File: src/logic/core_sfr_regs.vh
// Offsets, reset values and codes of the core special-register bank
`ifndef CORE_SFR_REGS_VH
`define CORE_SFR_REGS_VH

// ==========================================================
// Offsets
`define OFS_IO_LATCH_A 8'h80
`define OFS_STACK_TOP 8'h81
`define OFS_DP_LOW 8'h82
`define OFS_DP_HIGH 8'h83
`define OFS_IO_LATCH_B 8'h90
`define OFS_IO_SEL_B 8'h91
`define OFS_ERASE_TRIGGER 8'h94
`define OFS_SERIAL_ROM_BYTE 8'h9e
`define OFS_SERIAL_ROM_CMD 8'h9f
`define OFS_IO_LATCH_C 8'ha0
`define OFS_IO_SEL_C 8'ha1
`define OFS_IO_SEL_A 8'ha2
`define OFS_FLASH_CTRL 8'hb2
`define OFS_ERASE_PAGE 8'hb7
`define OFS_FLAGS_WORD 8'hd0
`define OFS_ACCUMULATOR 8'he0

// ==========================================================
// Fields
`define FLAGS_PARITY_BIT 0
`define FLAGS_USER1_BIT 1
`define FLAGS_WRAP_BIT 2
`define FLAGS_BANK_LO 3
`define FLAGS_BANK_HI 4
`define FLAGS_USER0_BIT 5
`define FLAGS_HALF_BIT 6
`define FLAGS_CARRY_BIT 7
`define FLASH_CTRL_ALLOW_BIT 1
`define PAGE_INDEX_MAX 8'h7f

// ==========================================================
// Reset values and codes
`define RST_IO_LATCH_A 8'hff
`define RST_IO_LATCH_B 8'hff
`define RST_IO_LATCH_C 8'h00
`define RST_IO_SEL 8'h00
`define RST_STACK_TOP 8'h07
`define RST_FLAGS_WORD 8'h00
`define RST_DP 8'h00
`define RST_FETCH 16'h0000
`define RST_ERASE_TRIGGER 8'h00
`define RST_ERASE_PAGE 8'h00
`define RST_SERIAL_ROM 8'h00
`define CODE_PAGE_ERASE 8'h55
`define CODE_BULK_ERASE 8'haa
`define READ_UNMAPPED 8'h00

`endif

File: src/logic/mpu_core_special_registers.v
// Special-function register bank of the 8-bit processor core
`timescale 1ns/1ps
`include "core_sfr_regs.vh"

module mpu_core_special_registers (
	input wire clk_sys,
	input wire rst,
	// Special-register access from the core
	input wire [7:0] sfr_addr,
	input wire [7:0] sfr_wdata,
	input wire sfr_wr,
	input wire sfr_rd,
	output reg [7:0] sfr_rdata,
	// Datapath events
	input wire [7:0] accumulator_reg,
	input wire alu_flags_we,
	input wire carry_flag_in,
	input wire half_carry_flag_in,
	input wire signed_wrap_flag_in,
	input wire stack_push,
	input wire stack_pop,
	input wire fetch_advance,
	input wire fetch_load,
	input wire [15:0] fetch_load_value,
	input wire data_pointer_load,
	input wire [15:0] data_pointer_load_value,
	input wire data_pointer_inc,
	output reg [7:0] processor_flags_word,
	output reg [7:0] register_bank_base,
	output reg [7:0] stack_top,
	output reg [15:0] data_pointer_full,
	output reg [15:0] fetch_counter,
	// Digital I/O pins
	input wire [7:0] io_pin_a_in,
	output reg [7:0] io_pin_a_out,
	output reg [7:0] io_pin_a_oe,
	input wire [7:0] io_pin_b_in,
	output reg [7:0] io_pin_b_out,
	output reg [7:0] io_pin_b_oe,
	input wire [7:0] io_pin_c_in,
	output reg [7:0] io_pin_c_out,
	output reg [7:0] io_pin_c_oe,
	// Flash controller
	input wire debug_port_enabled,
	output reg page_erase_start,
	output reg bulk_erase_start,
	output reg [6:0] erase_page_out,
	// Serial ROM engine
	output reg [7:0] serial_rom_byte,
	output reg [7:0] serial_rom_command,
	output reg serial_rom_start
);

// ==========================================================
// Pin synchronisers
reg [7:0] pin_a_meta_r;
reg [7:0] pin_b_meta_r;
reg [7:0] pin_c_meta_r;
reg [7:0] pin_a_r;
reg [7:0] pin_b_r;
reg [7:0] pin_c_r;

always @(posedge clk_sys or posedge rst) begin
	if (rst) begin
		pin_a_meta_r <= 8'h00;
		pin_b_meta_r <= 8'h00;
		pin_c_meta_r <= 8'h00;
		pin_a_r <= 8'h00;
		pin_b_r <= 8'h00;
		pin_c_r <= 8'h00;
	end else begin
		pin_a_meta_r <= io_pin_a_in;
		pin_b_meta_r <= io_pin_b_in;
		pin_c_meta_r <= io_pin_c_in;
		pin_a_r <= pin_a_meta_r;
		pin_b_r <= pin_b_meta_r;
		pin_c_r <= pin_c_meta_r;
	end
end

// ==========================================================
// Write decode
wire wr_flags = sfr_wr && (sfr_addr == `OFS_FLAGS_WORD);
wire wr_stack = sfr_wr && (sfr_addr == `OFS_STACK_TOP);
wire wr_dp_lo = sfr_wr && (sfr_addr == `OFS_DP_LOW);
wire wr_dp_hi = sfr_wr && (sfr_addr == `OFS_DP_HIGH);
wire wr_trigger = sfr_wr && (sfr_addr == `OFS_ERASE_TRIGGER);
wire wr_page = sfr_wr && (sfr_addr == `OFS_ERASE_PAGE);
wire wr_fctrl = sfr_wr && (sfr_addr == `OFS_FLASH_CTRL);
wire wr_rom_byte = sfr_wr && (sfr_addr == `OFS_SERIAL_ROM_BYTE);
wire wr_rom_cmd = sfr_wr && (sfr_addr == `OFS_SERIAL_ROM_CMD);
wire wr_latch_a = sfr_wr && (sfr_addr == `OFS_IO_LATCH_A);
wire wr_latch_b = sfr_wr && (sfr_addr == `OFS_IO_LATCH_B);
wire wr_latch_c = sfr_wr && (sfr_addr == `OFS_IO_LATCH_C);
wire wr_sel_a = sfr_wr && (sfr_addr == `OFS_IO_SEL_A);
wire wr_sel_b = sfr_wr && (sfr_addr == `OFS_IO_SEL_B);
wire wr_sel_c = sfr_wr && (sfr_addr == `OFS_IO_SEL_C);

// ==========================================================
// Flags word, stack top, data pointer, fetch counter
reg [7:0] flags_nxt;

always @* begin
	flags_nxt = processor_flags_word;
	if (wr_flags) begin
		flags_nxt = sfr_wdata;
	end
	if (alu_flags_we) begin
		flags_nxt[`FLAGS_CARRY_BIT] = carry_flag_in;
		flags_nxt[`FLAGS_HALF_BIT] = half_carry_flag_in;
		flags_nxt[`FLAGS_WRAP_BIT] = signed_wrap_flag_in;
	end
	// Parity is never software-writable
	flags_nxt[`FLAGS_PARITY_BIT] = ^accumulator_reg;
end

always @(posedge clk_sys or posedge rst) begin
	if (rst) begin
		processor_flags_word <= `RST_FLAGS_WORD;
		register_bank_base <= 8'h00;
	end else begin
		processor_flags_word <= flags_nxt;
		register_bank_base <= {3'b000,
			flags_nxt[`FLAGS_BANK_HI:`FLAGS_BANK_LO], 3'b000};
	end
end

always @(posedge clk_sys or posedge rst) begin
	if (rst) begin
		stack_top <= `RST_STACK_TOP;
	end else if (wr_stack) begin
		stack_top <= sfr_wdata;
	end else if (stack_push) begin
		stack_top <= stack_top + 8'h01;
	end else if (stack_pop) begin
		stack_top <= stack_top - 8'h01;
	end
end

always @(posedge clk_sys or posedge rst) begin
	if (rst) begin
		data_pointer_full <= {`RST_DP, `RST_DP};
	end else if (data_pointer_load) begin
		data_pointer_full <= data_pointer_load_value;
	end else if (wr_dp_lo || wr_dp_hi) begin
		if (wr_dp_lo) begin
			data_pointer_full[7:0] <= sfr_wdata;
		end
		if (wr_dp_hi) begin
			data_pointer_full[15:8] <= sfr_wdata;
		end
	end else if (data_pointer_inc) begin
		data_pointer_full <= data_pointer_full + 16'h0001;
	end
end

always @(posedge clk_sys or posedge rst) begin
	if (rst) begin
		fetch_counter <= `RST_FETCH;
	end else if (fetch_load) begin
		fetch_counter <= fetch_load_value;
	end else if (fetch_advance) begin
		fetch_counter <= fetch_counter + 16'h0001;
	end
end

// ==========================================================
// I/O latches and direction selects
always @(posedge clk_sys or posedge rst) begin
	if (rst) begin
		io_pin_a_out <= `RST_IO_LATCH_A;
		io_pin_a_oe <= `RST_IO_SEL;
	end else begin
		if (wr_latch_a) begin
			io_pin_a_out <= sfr_wdata;
		end
		if (wr_sel_a) begin
			io_pin_a_oe <= sfr_wdata;
		end
	end
end

always @(posedge clk_sys or posedge rst) begin
	if (rst) begin
		io_pin_b_out <= `RST_IO_LATCH_B;
		io_pin_b_oe <= `RST_IO_SEL;
	end else begin
		if (wr_latch_b) begin
			io_pin_b_out <= sfr_wdata;
		end
		if (wr_sel_b) begin
			io_pin_b_oe <= sfr_wdata;
		end
	end
end

always @(posedge clk_sys or posedge rst) begin
	if (rst) begin
		io_pin_c_out <= `RST_IO_LATCH_C;
		io_pin_c_oe <= `RST_IO_SEL;
	end else begin
		if (wr_latch_c) begin
			io_pin_c_out <= sfr_wdata;
		end
		if (wr_sel_c) begin
			io_pin_c_oe <= sfr_wdata;
		end
	end
end

// ==========================================================
// Flash erase trigger
reg [7:0] erase_page_index_r;
reg page_armed_r;
reg bulk_erase_allow_r;

// Any other trigger code matches neither launch term
wire page_go = wr_trigger && (sfr_wdata == `CODE_PAGE_ERASE) &&
	page_armed_r;
wire bulk_go = wr_trigger && (sfr_wdata == `CODE_BULK_ERASE) &&
	bulk_erase_allow_r && debug_port_enabled;

always @(posedge clk_sys or posedge rst) begin
	if (rst) begin
		erase_page_index_r <= `RST_ERASE_PAGE;
		page_armed_r <= 1'b0;
		bulk_erase_allow_r <= 1'b0;
		page_erase_start <= 1'b0;
		bulk_erase_start <= 1'b0;
		erase_page_out <= 7'h00;
	end else begin
		page_erase_start <= page_go;
		bulk_erase_start <= bulk_go;
		if (page_go) begin
			erase_page_out <= erase_page_index_r[6:0];
		end
		// Setup write in the launch cycle re-arms
		if (wr_page) begin
			erase_page_index_r <= sfr_wdata & `PAGE_INDEX_MAX;
			page_armed_r <= 1'b1;
		end else if (page_go || bulk_go) begin
			page_armed_r <= 1'b0;
		end
		if (wr_fctrl) begin
			bulk_erase_allow_r <=
				sfr_wdata[`FLASH_CTRL_ALLOW_BIT];
		end else if (page_go || bulk_go) begin
			bulk_erase_allow_r <= 1'b0;
		end
	end
end

// ==========================================================
// Serial ROM data and command
always @(posedge clk_sys or posedge rst) begin
	if (rst) begin
		serial_rom_byte <= `RST_SERIAL_ROM;
		serial_rom_command <= `RST_SERIAL_ROM;
		serial_rom_start <= 1'b0;
	end else begin
		serial_rom_start <= wr_rom_cmd;
		if (wr_rom_byte) begin
			serial_rom_byte <= sfr_wdata;
		end
		if (wr_rom_cmd) begin
			serial_rom_command <= sfr_wdata;
		end
	end
end

// ==========================================================
// Read-back
reg [7:0] rdata_nxt;

always @* begin
	case (sfr_addr)
	`OFS_IO_LATCH_A: rdata_nxt = pin_a_r;
	`OFS_IO_LATCH_B: rdata_nxt = pin_b_r;
	`OFS_IO_LATCH_C: rdata_nxt = pin_c_r;
	`OFS_IO_SEL_A: rdata_nxt = io_pin_a_oe;
	`OFS_IO_SEL_B: rdata_nxt = io_pin_b_oe;
	`OFS_IO_SEL_C: rdata_nxt = io_pin_c_oe;
	`OFS_STACK_TOP: rdata_nxt = stack_top;
	`OFS_DP_LOW: rdata_nxt = data_pointer_full[7:0];
	`OFS_DP_HIGH: rdata_nxt = data_pointer_full[15:8];
	`OFS_FLAGS_WORD: rdata_nxt = processor_flags_word;
	`OFS_ACCUMULATOR: rdata_nxt = accumulator_reg;
	`OFS_ERASE_PAGE: rdata_nxt = erase_page_index_r;
	`OFS_SERIAL_ROM_BYTE: rdata_nxt = serial_rom_byte;
	`OFS_SERIAL_ROM_CMD: rdata_nxt = serial_rom_command;
	`OFS_ERASE_TRIGGER: rdata_nxt = `RST_ERASE_TRIGGER;
	// Trigger and allow bit are write-only
	default: rdata_nxt = `READ_UNMAPPED;
	endcase
end

always @(posedge clk_sys or posedge rst) begin
	if (rst) begin
		sfr_rdata <= `READ_UNMAPPED;
	end else if (sfr_rd) begin
		sfr_rdata <= rdata_nxt;
	end
end

endmodule

File: config.mk
export PLATFORM = sky130hd
export DESIGN_NAME = mpu_core_special_registers
export DESIGN_NICKNAME = d
export VERILOG_FILES = /design/src/logic/mpu_core_special_registers.v
export VERILOG_INCLUDE_DIRS = /design/src /design/src/logic
export SDC_FILE = /design/constraint.sdc
export NUM_CORES = 1
export LEC_CHECK = 0
export BUFFER_PORTS_ARGS = -buffer_cell sky130_fd_sc_hd__buf_4
export CELL_PAD_IN_SITES_DETAIL_PLACEMENT = 2
export CELL_PAD_IN_SITES_GLOBAL_PLACEMENT = 2
export CORE_UTILIZATION = 36
export DETAILED_ROUTE_END_ITERATION = 16
export PLACE_DENSITY_LB_ADDON = 0.08
export SLEW_MARGIN = 10
export SYNTH_ARGS = -nofsm -noshare
export SYNTH_HDL_FRONTEND = slang
export SYNTH_SLANG_ARGS = --single-unit
File: constraint.sdc
create_clock -name clk_sys -period 15.1 [get_ports clk_sys]
set_input_delay 2.265 -clock clk_sys [delete_from_list [all_inputs] [get_ports clk_sys]]
set_output_delay 2.265 -clock clk_sys [all_outputs]
set_load 0.01 [all_outputs]
Word level (Yosys, flattened, before mapping)
Index checks and enable logic that the tools add are counted.
Widths: inputs -> output; s select.
{"block": "totals", "regBits": 189, "latch_bits": 0, "mem_bits_rw": 0, "mem_bits_ro": 0, "in_bits": 95, "out_inout_bits": 138, "memories": 0}
{"block": "op_classes", "n_addsub": 4, "n_mul": 0, "div": 0, "magnitude_cmp": 0, "eq_ne": 20, "shift": 0, "n_mux": 17, "bitwise_logic": 0, "n_reduce_logical": 31}
{"operator": "$eq 8x8->1 const B", "n": 17}
{"operator": "$pmux 8 s14", "n": 1}
{"operator": "$mux 16", "n": 5}
{"operator": "$mux 8", "n": 6}
{"operator": "$add 16x1->16 const B", "n": 2}
{"operator": "$logic_and 1x1->1", "n": 20}
{"operator": "$add 8x1->8 const B", "n": 1}
{"operator": "$eq 8x7->1 const B", "n": 1}
{"operator": "$reduce_bool 2->1", "n": 4}
{"operator": "$reduce_xor 8->1", "n": 1}
{"operator": "$sub 8x1->8 const B", "n": 1}
{"operator": "$ne 3x3->1 const B", "n": 2}
{"operator": "$reduce_bool 3->1", "n": 2}
{"operator": "$mux 1", "n": 4}
{"operator": "$reduce_and 2->1", "n": 2}
{"operator": "$logic_or 1x1->1", "n": 2}
{"operator": "$mux 2", "n": 1}

Depth between registers and ports, before layout
Gate-level depths: netlist (run 1).
{"block": "depth", "ltp_word": 8, "mapped_depth": 7, "ltp_nobuf": 7}

Worst setup path before layout (run 1)
Ideal clock, no wire load.
{"block": "synth_timing", "path_kind": "input port to flip-flop", "from": "input port sfr_addr[6]", "to": "register data_pointer_full[15]", "arrival_time_ps": 3974, "required_ps": 14974, "setup_slack_ps": 11000, "stages": 7, "n_path_buf": 2, "path_cell_list": "buf_6 -> or4b_4 -> o31a_1 -> a211oi_4 -> buf_6 -> a21oi_2 -> o32a_1"}
{"block": "synth_via", "elab_chain_cells": 5, "elab_cells_between_ends": 10}
{"element": "start, declared", "line": "mpu_core_special_registers.v:9", "text": "input wire [7:0] sfr_addr,"}
{"element": "$eq 8x8->1"}
{"element": "$logic_and 1x1->1, on equally long branches", "line": "mpu_core_special_registers.v:85, mpu_core_special_registers.v:86"}
{"element": "$logic_or 1x1->1", "line": "mpu_core_special_registers.v:145", "text": "end else if (wr_dp_lo || wr_dp_hi) begin"}
{"element": "$ne 3x3->1 (no line), or another cell as far along"}
{"element": "$reduce_and 2->1 (no line) / $mux 16 (equally long branches)"}
{"element": "end signal, assigned", "line": "mpu_core_special_registers.v:144", "text": "data_pointer_full <= data_pointer_load_value;"}
{"element": "end signal, assigned", "line": "mpu_core_special_registers.v:150", "text": "data_pointer_full[15:8] <= sfr_wdata;"}
{"element": "end signal, assigned", "line": "mpu_core_special_registers.v:153", "text": "data_pointer_full <= data_pointer_full + 16'h0001;"}
{"element": "end, declared", "line": "mpu_core_special_registers.v:31", "text": "output reg [15:0] data_pointer_full,"}
Parallel ways exist; a longest one is shown, timed or not.
A chain may end at the register's enable or synchronous reset.

Final worst setup path (run 1)
{"block": "layout_timing", "from": "input port sfr_addr[3]", "to": "register data_pointer_full[1]"}
Same word-level chain as after synthesis.

==> results of run 1 <==
==> cell usage after synthesis, drive strengths merged, types with 11 or more instances <==
cell type,instances,share of area [%]
dfrtp,168,47
mux2,78,9.9
nand2,66,2.8
o21ai,43,2.4
nor2,42,1.8
nand3,32,1.8
mux2i,28,3.1
a21oi,27,1.6
clkbuf,27,1.1
buf,23,1.6
xnor2,23,2.3
dfstp,19,5.6
a22oi,18,1.5
nor3,17,1.1
inv,15,0.63
a31oi,11,0.77
nor4,11,0.91
==> stage by stage <==
stage / utilization [%] / total power, mW
floorplan: - / 0.759
global placement: 44.5 / 0.894
detailed placement: 44.5 / 0.906
CTS: 47.2 / 1.39
global route: 47.2 / 1.44
finish: 47.2 / 1.38
==> cells by family (layout without fill, tap and decap cells) <==
family,count (synthesis),count (layout)
AND/OR/NAND/NOR,220,220
flip-flops,187,187
AO/OA/AOI/OAI,168,168
multiplexers,108,108
buffers and inverters,65,277
XOR/XNOR,32,32
adder cells (fa/ha/maj),9,9
other,1,6
==> critical path: stages <==
cell     delay, ns
buf_4         0.16
or4b_4        0.56
nor3_4        0.58
a311o_1       0.61
mux2_2        0.39
==> state kept, by name, summed over array words and instances, names as in the netlist, 8 cells and up <==
signal and cells:
data_pointer_full 16, fetch_counter 16, io_pin_a_oe 8, io_pin_a_out 8
io_pin_b_oe 8, io_pin_b_out 8, io_pin_c_oe 8, io_pin_c_out 8
pin_a_meta_r 8, pin_a_r 8, pin_b_meta_r 8, pin_b_r 8
pin_c_meta_r 8, pin_c_r 8, serial_rom_byte 8, serial_rom_command 8
sfr_rdata 8, stack_top 8
==> power by group through the flow <==
stage | logic (mW) | clock network [mW] | registers [mW]
4_1_cts | 0.298 | 0.489 | 0.605
3_5_place_dp | 0.293 | 0 | 0.612
2_1_floorplan | 0.155 | 0 | 0.604
5_1_grt | 0.320 | 0.505 | 0.611
3_3_place_gp | 0.282 | 0 | 0.612
6_report | 0.293 | 0.479 | 0.604
==> cell usage in the layout, fill, tap and decap left out, types with 11 or more instances in the layout <==
cell type / netlist / routed
a31oi_1: 11 / 11
buf_4: 8 / 230
o21ai_0: 43 / 43
nor3_1: 15 / 15
mux2_2: 78 / 78
nand3_1: 32 / 32
nand2_1: 66 / 66
mux2i_1: 28 / 28
xnor2_1: 23 / 23
dfrtp_1: 168 / 168
a22oi_1: 18 / 18
inv_1: 15 / 14
nor2_1: 42 / 42
dfstp_2: 19 / 19
clkbuf_16: 0 / 17
a21oi_1: 26 / 26
==> final timing paths <==
kind,from,end,slack [ns],cells past startpoint
worst max-delay path,sfr_addr[3],data_pointer_full[1]$_DFFE_PP0P_,10.88,5
min in group asynchronous,rst,fetch_counter[5]$_DFFE_PP0P_,1.98,2
worst max register to register,data_pointer_full[0]$_DFFE_PP0P_,data_pointer_full[10]$_DFFE_PP0P_,12.57,6
worst min-delay path,pin_b_meta_r[2]$_DFF_PP0_,pin_b_r[2]$_DFF_PP0_,0.35,0
max in group asynchronous,rst,io_pin_a_oe[5]$_DFFE_PP0P_,11.62,3
worst min register to register,pin_b_meta_r[2]$_DFF_PP0_,pin_b_r[2]$_DFF_PP0_,0.35,0
==> area by class of cell <==
cell class	count	area (um2)	share of cell area, %
clock inverters	15	218	1.90
clock buffers	17	425	3.71
repair buffers	230	1730	15.1
multi-input cells	543	3930	34.2
well taps	324	405	3.53
inverters	15	63.8	0.556
flip-flops and latches	187	4700	41.0
==> routing by layer <==
layer  track usage [%]  wire length [um]  vias up
met5                 0                 0        -
met2              42.8             15700      219
met4              6.25               420        0
met3              4.87              1710       26
met1              34.2             13900     3819
li1                  -                 -     3282
==> results.json, run 1 <==
{
  "yosysWarnings": 0,
  "drc_errors": 0,
  "synthSimpleGateAreaFrac_pct": 12.8,
  "setup_viol": 0,
  "ir_worst_vdd_v": 0.0000770,
  "diodes": 0,
  "postPlaceCellArea_um2": 10800,
  "slew_headroom_pct": 28.6,
  "syn_area_um2": 8910,
  "rows": 57,
  "core_area_um2": 24300,
  "first_pass_iters": 4,
  "routedWlPerCell_um": 23.9,
  "clock_path_buffers": 2,
  "first_iter_violations": 287,
  "synth_xor_area_share_pct": 3.15,
  "grt_max_degree": 122,
  "cts_tree": "done",
  "synthCells": 790,
  "critical_path.max_fanout": 15,
  "cts_buffers": 17,
  "grt_pass1_vias": 7824,
  "tns_ns": 0,
  "switching_power_mw": 0.458,
  "ys_seq_area_share_pct": 52.8,
  "endpoint_kind": "flop",
  "ys_ff_latch": 187,
  "maxSlewViolCount": 0,
  "drv_cap": 0,
  "die_w_um": 159,
  "wl_mm": 31.8,
  "antenna_found_initial": 0,
  "clock-sinks": 187,
  "dp_hpwl_mm": 22.6,
  "vias": 7346,
  "syn_area_per_cell_um2": 11.3,
  "ioPinCount": 233,
  "fin_cells": 1331,
  "skew_ns": 0.0161,
  "start_util_pct": 36.6,
  "holdWs_ns": 0.353,
  "arrival_ns": 4.57,
  "synth-edff-count": 0,
  "gp_congestion": 0.820,
  "cts_resized": 0,
  "synthArstFlopShare_pct": 100,
  "clk_pin_slew_ns": 0.09,
  "port_buffers": 226,
  "fin_ws_ns": 10.88,
  "critPathRequiredTime_ns": 15.45,
  "ctsHtreeMaxLevel": 4,
  "power_frac_comb_pct": 21.3,
  "p_sw_share_pct": 33.3,
  "synth_ff_type": "dfrtp_1",
  "finalCritPeriodShare_pct": 28.0,
  "die-height_um": 159,
  "area_growth_syn_to_layout_pct": 28.7,
  "cts-root-buf": "clkbuf_16",
  "startpoint_type": "primary input",
  "grt_first_pass_wirelength_mm": 48.9,
  "synth_top_family_by_area": "multiplexers",
  "hp-class": "reg -> reg",
  "status": "complete, no violations",
  "grt_setup_unrepaired": "false",
  "p_int_mw": 0.918,
  "post_cts_buffers": 0,
  "dieArea_um2": 25400,
  "dp_cells": 1299,
  "pwr_density_cell_nw_per_um2": 120,
  "ant_nets": 0,
  "tightest_slew_ns": 1.06,
  "cts_hold_buf": 0,
  "insertion_delay_ns": 0.45,
  "fmax_mhz": 237,
  "yosys.area_share.adder_pct": 1.35,
  "fin_crit_ns": 4.22,
  "layout-drive-gt1-share_pct": 37.5,
  "gr-total-overflow": 0,
  "vias_per_cell": 5.52,
  "seqPwrFrac_pct": 43.9,
  "p_leak_nw": 5.29,
  "clock_power_share_pct": 34.8,
  "grtUsageTotal_pct": 25.6,
  "synthMuxAreaShare_pct": 13.5,
  "pre_cts_ws_ns": 10.41,
  "final_net_count": 1098,
  "hold_viol": 0,
  "critPathKind": "in -> reg",
  "ys_types": 73,
  "n_fill_cell": 2463,
  "post-route-cell-area_um2": 11500,
  "synth-compound-area-share_pct": 13.0
}
Note: power is estimated with default switching activity, not from simulation.
==> run 2, diff against run 1 <==
--- a/config.mk
+++ b/config.mk
@@ -9,7 +9,7 @@
 export BUFFER_PORTS_ARGS = -buffer_cell sky130_fd_sc_hd__buf_4
 export CELL_PAD_IN_SITES_DETAIL_PLACEMENT = 2
 export CELL_PAD_IN_SITES_GLOBAL_PLACEMENT = 2
-export CORE_UTILIZATION = 36
+export CORE_UTILIZATION = 30
 export DETAILED_ROUTE_END_ITERATION = 16
 export PLACE_DENSITY_LB_ADDON = 0.08
 export SLEW_MARGIN = 10
==> constraint.sdc (replaced) <==
create_clock -name clk_sys -period 3.4 [get_ports clk_sys]
set_input_delay 0.51 -clock clk_sys [delete_from_list [all_inputs] [get_ports clk_sys]]
set_output_delay 0.51 -clock clk_sys [all_outputs]
set_load 0.01 [all_outputs]
==> results.json, run 2 (synthesis gave the netlist of run 1 again) <==
{
  "status": "complete, no violations",
  "vias": 7312,
  "layout-drive-gt1-share_pct": 38.5,
  "switching_power_mw": 1.92,
  "skew_ns": 0.0113,
  "dp_hpwl_mm": 24.2,
  "final_net_count": 1113,
  "p_leak_nw": 5.34,
  "critical_path.max_fanout": 12,
  "seqPwrFrac_pct": 44.6,
  "fin_crit_ns": 2.34,
  "grt_first_pass_wirelength_mm": 51.1,
  "setup_viol": 0,
  "first_pass_iters": 4,
  "power_frac_comb_pct": 21.6,
  "critPathKind": "in -> reg",
  "finalCritPeriodShare_pct": 68.9,
  "endpoint_kind": "flop",
  "p_int_mw": 4.09,
  "ioPinCount": 233,
  "arrival_ns": 2.68,
  "vias_per_cell": 5.20,
  "min-delay-start": "io_pin_a_in[3]",
  "drc_errors": 0,
  "grt_max_degree": 129,
  "diodes": 0,
  "hold_viol": 0,
  "port_buffers": 226,
  "postPlaceCellArea_um2": 11000,
  "dieArea_um2": 30400,
  "grt_pass1_vias": 7935,
  "startpoint_type": "primary input",
  "p_sw_share_pct": 31.9,
  "holdPathEnd": "pin_a_meta_r[3]$_DFF_PP0_",
  "ctsHtreeMaxLevel": 4,
  "cts_tree": "done",
  "routedWlPerCell_um": 23.9,
  "clock-sinks": 187,
  "cts-root-buf": "clkbuf_16",
  "final_common_cell": "buf_4",
  "ir_worst_vdd_v": 0.000289,
  "antenna_found_initial": 0,
  "pwr_density_cell_nw_per_um2": 518,
  "fin_util_pct": 40.1,
  "most-common-layout-cells": "buf_4, dfrtp_1, mux2_2, nand2_1, o21ai_0",
  "gp_congestion": 0.815,
  "reg_top3": "data_pointer_full (16), fetch_counter (16)",
  "critPathSlowestCell": "nor3b_2",
  "grtUsageTotal_pct": 22.6,
  "die-height_um": 174,
  "cts_hold_buf": 0,
  "post_cts_buffers": 0,
  "r2r-start": "data_pointer_full[0]$_DFFE_PP0P_",
  "clock_path_buffers": 2,
  "crit_path_max_incr_delay_ns": 0.68,
  "grt_setup_unrepaired": "false",
  "critPathRequiredTime_ns": 3.74,
  "maxSlewViolCount": 0,
  "worstReg2RegEnd": "data_pointer_full[10]$_DFFE_PP0P_",
  "slew_headroom_pct": 44.9,
  "drv_cap": 0,
  "whs_path_depth": 1,
  "gr-total-overflow": 0,
  "area_growth_syn_to_layout_pct": 30.2,
  "ant_nets": 0,
  "worst-path-buf-inv": 1,
  "core_area_um2": 28900,
  "crit_chain": "buf_4 > and4bb_2 > nand4_1 > nor3b_2 > mux2_2",
  "tightest_slew_ns": 0.826,
  "cp_num_cells": 5,
  "tns_ns": 0,
  "insertion_delay_ns": 0.45,
  "cts_buffers": 17,
  "start_util_pct": 30.8,
  "post-route-cell-area_um2": 11600,
  "fmax_mhz": 427,
  "cp_top_family": "simple AND/OR/NAND/NOR gates",
  "reg2regPathDepth": 6,
  "wl_mm": 33.6,
  "rows": 62,
  "hp-class": "in -> reg",
  "clock_power_share_pct": 33.7,
  "first_iter_violations": 388,
  "rrSetupSlack_ns": 1.06,
  "die_w_um": 174,
  "clk_pin_slew_ns": 0.07,
  "cts_resized": 0
}
==> run 2: cell count changes in the layout (fill, tap and decap cells not counted), sizes merged <==
| cell | previous run | this run |
|---|---|---|
| clkinv | 10 | 6 |
| clkinvlp | 0 | 2 |
| inv | 20 | 21 |
| buf | 230 | 245 |
| bufinv | 0 | 1 |
==> run 2: worst reg2reg max path: cells and delay by family (launching register included) <==
kind | cells | cell delay, ns
simple gates | 2 | 0.70
fa+ha+maj | 1 | 0.35
compound gates | 2 | 0.55
flops | 1 | 0.56
xor+xnor | 1 | 0.12
==> run 2: worst max path at each step <==
stage / start / to / slack [ns]
CTS: data_pointer_full[0]$_DFFE_PP0P_ / data_pointer_full[14]$_DFFE_PP0P_ / 1.05
global route: data_pointer_full[0]$_DFFE_PP0P_ / data_pointer_full[14]$_DFFE_PP0P_ / 0.80
detailed placement: sfr_addr[5] / serial_rom_byte[7]$_DFFE_PP0P_ / 0.62
floorplan: rst / bulk_erase_allow_r$_DFFE_PP0P_ / 0.50
finish: sfr_addr[5] / serial_rom_byte[7]$_DFFE_PP0P_ / 1.06
global placement: sfr_addr[6] / data_pointer_full[15]$_DFFE_PP0P_ / 0.67
==> run 2: power groups by stage <==
stage	Clock [mW]	Combinational (mW)	Sequential, mW
3_5_place_dp	0	1.31	2.73
4_1_cts	2.10	1.32	2.69
5_1_grt	2.17	1.43	2.72
2_1_floorplan	0	0.688	2.68
3_3_place_gp	0	1.29	2.73
6_report	2.03	1.30	2.68
==> run 2: stage by stage <==
stage,setup slack (ns),std cells,hold slack (ns),total power [mW]
detailed placement,0.618,1374,0.336,4.04
global placement,0.673,1374,0.333,4.02
CTS,1.05,1406,0.144,6.11
finish,1.06,1406,0.160,6.01
global route,0.805,1406,0.145,6.31
floorplan,0.499,795,0.331,3.37
==> run 2: layer usage <==
| metal | vias up | GRT usage (%) | wire length, um |
|---|---|---|---|
| met5 | - | 0 | 0 |
| met1 | 3770 | 30.5 | 15100 |
| met4 | 0 | 6.91 | 525 |
| met2 | 197 | 36.1 | 16000 |
| met3 | 29 | 4.72 | 1930 |
| li1 | 3316 | - | - |
==> run 2: layout make-up <==
class                           count  area (um2)
Inverter                           15        60.1
Tap cell                          384         480
Fill cell                        3054       17300
Clock buffer                       17         425
Clock inverter                     15         153
Timing Repair Buffer              245        1850
Sequential cell                   187        4700
Multi-Input combinational cell    543        3930
==> run 3, diff against run 2 <==
--- a/config.mk
+++ b/config.mk
@@ -6,10 +6,11 @@
 export SDC_FILE = /design/constraint.sdc
 export NUM_CORES = 1
 export LEC_CHECK = 0
+export ABC_AREA = 1
 export BUFFER_PORTS_ARGS = -buffer_cell sky130_fd_sc_hd__buf_4
 export CELL_PAD_IN_SITES_DETAIL_PLACEMENT = 2
 export CELL_PAD_IN_SITES_GLOBAL_PLACEMENT = 2
-export CORE_UTILIZATION = 30
+export CORE_UTILIZATION = 31
 export DETAILED_ROUTE_END_ITERATION = 16
 export PLACE_DENSITY_LB_ADDON = 0.08
 export SLEW_MARGIN = 10
==> constraint.sdc (replaced) <==
create_clock -name clk_sys -period 2.42 [get_ports clk_sys]
set_input_delay 0.363 -clock clk_sys [delete_from_list [all_inputs] [get_ports clk_sys]]
set_output_delay 0.363 -clock clk_sys [all_outputs]
set_load 0.01 [all_outputs]
==> results.json, run 3 <==
{
  "clk_pin_slew_ns": 0.08,
  "p_leak_nw": 6.06,
  "post_cts_buffers": 0,
  "port_buffers": 226,
  "ys_seq_area_share_pct": 51.5,
  "synth-edff-count": 0,
  "antenna_found_initial": 0,
  "rrSetupSlack_ns": 0.59,
  "ys_ff_latch": 187,
  "ioPinCount": 233,
  "grt_setup_unrepaired": "false",
  "gr-total-overflow": 0,
  "tns_ns": 0,
  "worst-path-buf-inv": 1,
  "status": "complete, no violations",
  "final_common_cell": "nand2_1",
  "synth_ff_type": "dfrtp_1",
  "grtUsageTotal_pct": 25.1,
  "arrival_ns": 2.17,
  "routedWlPerCell_um": 20.9,
  "vias": 8903,
  "critPathSlowestCell": "dfrtp_1",
  "die-height_um": 174,
  "synth_common_cells": "nand2_1, nand3_1, dfrtp_1",
  "cts_tree": "done",
  "synthMuxAreaShare_pct": 0,
  "first_iter_violations": 430,
  "ir_worst_vdd_v": 0.000487,
  "hp-class": "in -> reg",
  "skew_ns": 0.0141,
  "dieArea_um2": 30100,
  "grt_pass1_vias": 9624,
  "fin_ws_ns": 0.594,
  "synthArstFlopShare_pct": 100,
  "reg_top3": "data_pointer_full (16), fetch_counter (16)",
  "yosysWarnings": 0,
  "diodes": 0,
  "startpoint_type": "flop",
  "synth_area_leaders": "dfrtp_1, nand2_1, nand3_1",
  "synthSimpleGateAreaFrac_pct": 31.1,
  "fmax_mhz": 548,
  "drv_cap": 0,
  "seqPwrFrac_pct": 44.4,
  "synth_top_area_share_pct": 46.0,
  "yosys.area_share.adder_pct": 1.32,
  "clock_path_buffers": 2,
  "crit_chain": "ha_1 > nand2_1 > nor2_1 > nand3_1 > nand2_1 > inv_1 > o21ai_0 > nand3_1 > nand2_1 > nand2_1",
  "start_util_pct": 31.6,
  "critPathKind": "reg -> reg",
  "critical_path.max_fanout": 6,
  "most-common-layout-cells": "nand2_1, buf_4, nand3_1, dfrtp_1, nor2_1",
  "cp_top_family": "simple AND/OR/NAND/NOR gates",
  "area_growth_syn_to_layout_pct": 32.3,
  "p_int_mw": 5.85,
  "finalCritPeriodShare_pct": 75.5,
  "die_w_um": 174,
  "synth_area_leader_cell": "dfrtp_1",
  "maxSlewViolCount": 0,
  "layout-drive-gt1-share_pct": 24.7,
  "drc_errors": 0,
  "clock_power_share_pct": 35.0,
  "rows": 62,
  "insertion_delay_ns": 0.46,
  "syn_area_per_cell_um2": 8.14,
  "cts-root-buf": "clkbuf_16",
  "slew_headroom_pct": 49.4,
  "ant_nets": 0,
  "yosysMostFrequentCell": "nand2_1",
  "fin_crit_ns": 1.83,
  "synth_xor_area_share_pct": 2.69,
  "clock-sinks": 187,
  "critPathRequiredTime_ns": 2.77,
  "first_pass_iters": 4,
  "tightest_slew_ns": 0.757,
  "syn_area_um2": 9130,
  "dp_hpwl_mm": 27.6,
  "setup_viol": 0,
  "endpoint_kind": "flop",
  "cts_buffers": 17,
  "grt_max_degree": 60,
  "cts_resized": 0,
  "synth-compound-area-share_pct": 7.54,
  "final_net_count": 1473,
  "power_mw": 8.53,
  "synth_top_family_by_area": "simple AND/OR/NAND/NOR gates",
  "pre_cts_ws_ns": 0.203,
  "pwr_density_cell_nw_per_um2": 707,
  "ctsHtreeMaxLevel": 4,
  "grt_first_pass_wirelength_mm": 57.1,
  "vias_per_cell": 5.04,
  "crit_top_cell": "nand2_1",
  "switching_power_mw": 2.69,
  "wl_mm": 37.0,
  "crit_path_max_incr_delay_ns": 0.49,
  "gp_congestion": 0.817,
  "ys_types": 40,
  "core_area_um2": 28900,
  "hold_viol": 0,
  "p_sw_share_pct": 31.5,
  "power_frac_comb_pct": 20.6,
  "synthCells": 1122
}
[run 3: cell types whose count changed in the layout (fill, tap and decap cells not counted), moves of 11 or more]
| cell | previous run | this run |
|---|---|---|
| a21oi_1 | 26 | 11 |
| a22oi_1 | 18 | 5 |
| inv_1 | 14 | 70 |
| mux2_2 | 78 | 0 |
| mux2i_1 | 28 | 0 |
| nand2_1 | 66 | 319 |
| nand2_2 | 0 | 11 |
| nand3_1 | 32 | 189 |
| nor2_1 | 42 | 100 |
| nor3_1 | 15 | 4 |
| o21ai_0 | 43 | 76 |
| xnor2_1 | 23 | 11 |
[run 3: cell type report]
cell class	instances	area, um2
flip-flops and latches	187	4700
well taps	384	480
clock buffers	22	517
clock inverters	10	101
repair buffers	266	2060
fillers	3300	16800
inverters	77	298
multi-input cells	820	3920
[run 3: power groups by stage]
stage | combinational (mW) | clock (mW) | sequential [mW]
2_1_floorplan | 0.868 | 0 | 3.80
3_3_place_gp | 1.69 | 0 | 3.85
3_5_place_dp | 1.76 | 0 | 3.85
4_1_cts | 1.79 | 3.06 | 3.80
5_1_grt | 1.96 | 3.17 | 3.83
6_report | 1.75 | 2.99 | 3.79
[run 3: path summary, 6_finish.rpt]
path | start | endpoint | cells after the start
setup / recovery | data_pointer_full[0]$_DFFE_PP0P_ | data_pointer_full[10]$_DFFE_PP0P_ | 10
hold reg to reg | pin_b_meta_r[1]$_DFF_PP0_ | pin_b_r[1]$_DFF_PP0_ | 0
setup reg to reg | data_pointer_full[0]$_DFFE_PP0P_ | data_pointer_full[10]$_DFFE_PP0P_ | 10
min in group asynchronous | rst | stack_top[7]$_DFFE_PP0P_ | 3
max in group asynchronous | rst | pin_c_r[1]$_DFF_PP0_ | 4
hold / removal | io_pin_c_in[6] | pin_c_meta_r[6]$_DFF_PP0_ | 1
[run 3: repair_timing]
item	CTS	global route
setup endpoints to repair	0	0
endpoints found under the hold margin	11	0
hold buffers	10	0
[run 3: kinds of logic after synthesis]
kind of cell             Yosys count
flip-flops                       187
other                              1
buffers and inverters            120
AO/OA/AOI/OAI                    122
XOR/XNOR                          28
adder cells (fa/ha/maj)            9
AND/OR/NAND/NOR                  655
[run 3: layer usage]
layer  wire [um]  global-route usage, %  vias up
li1            -                      -     4147
met1       16600                   33.0     4525
met2       17900                   42.0      199
met3        1870                   4.82       32
met4         616                   6.94        0
met5           0                      0        -
[run 3: through the flow]
stage	utilization, %	hold WS [ns]	instance area [um2]	std cells
after floorplan	-	0.331	9150	1127
after global placement	39.4	0.333	11400	1724
after detailed placement	39.4	0.336	11400	1724
after CTS	41.9	0.00109	12100	1766
after global routing	41.9	0.00108	12100	1766
final	41.9	0.0155	12100	1766
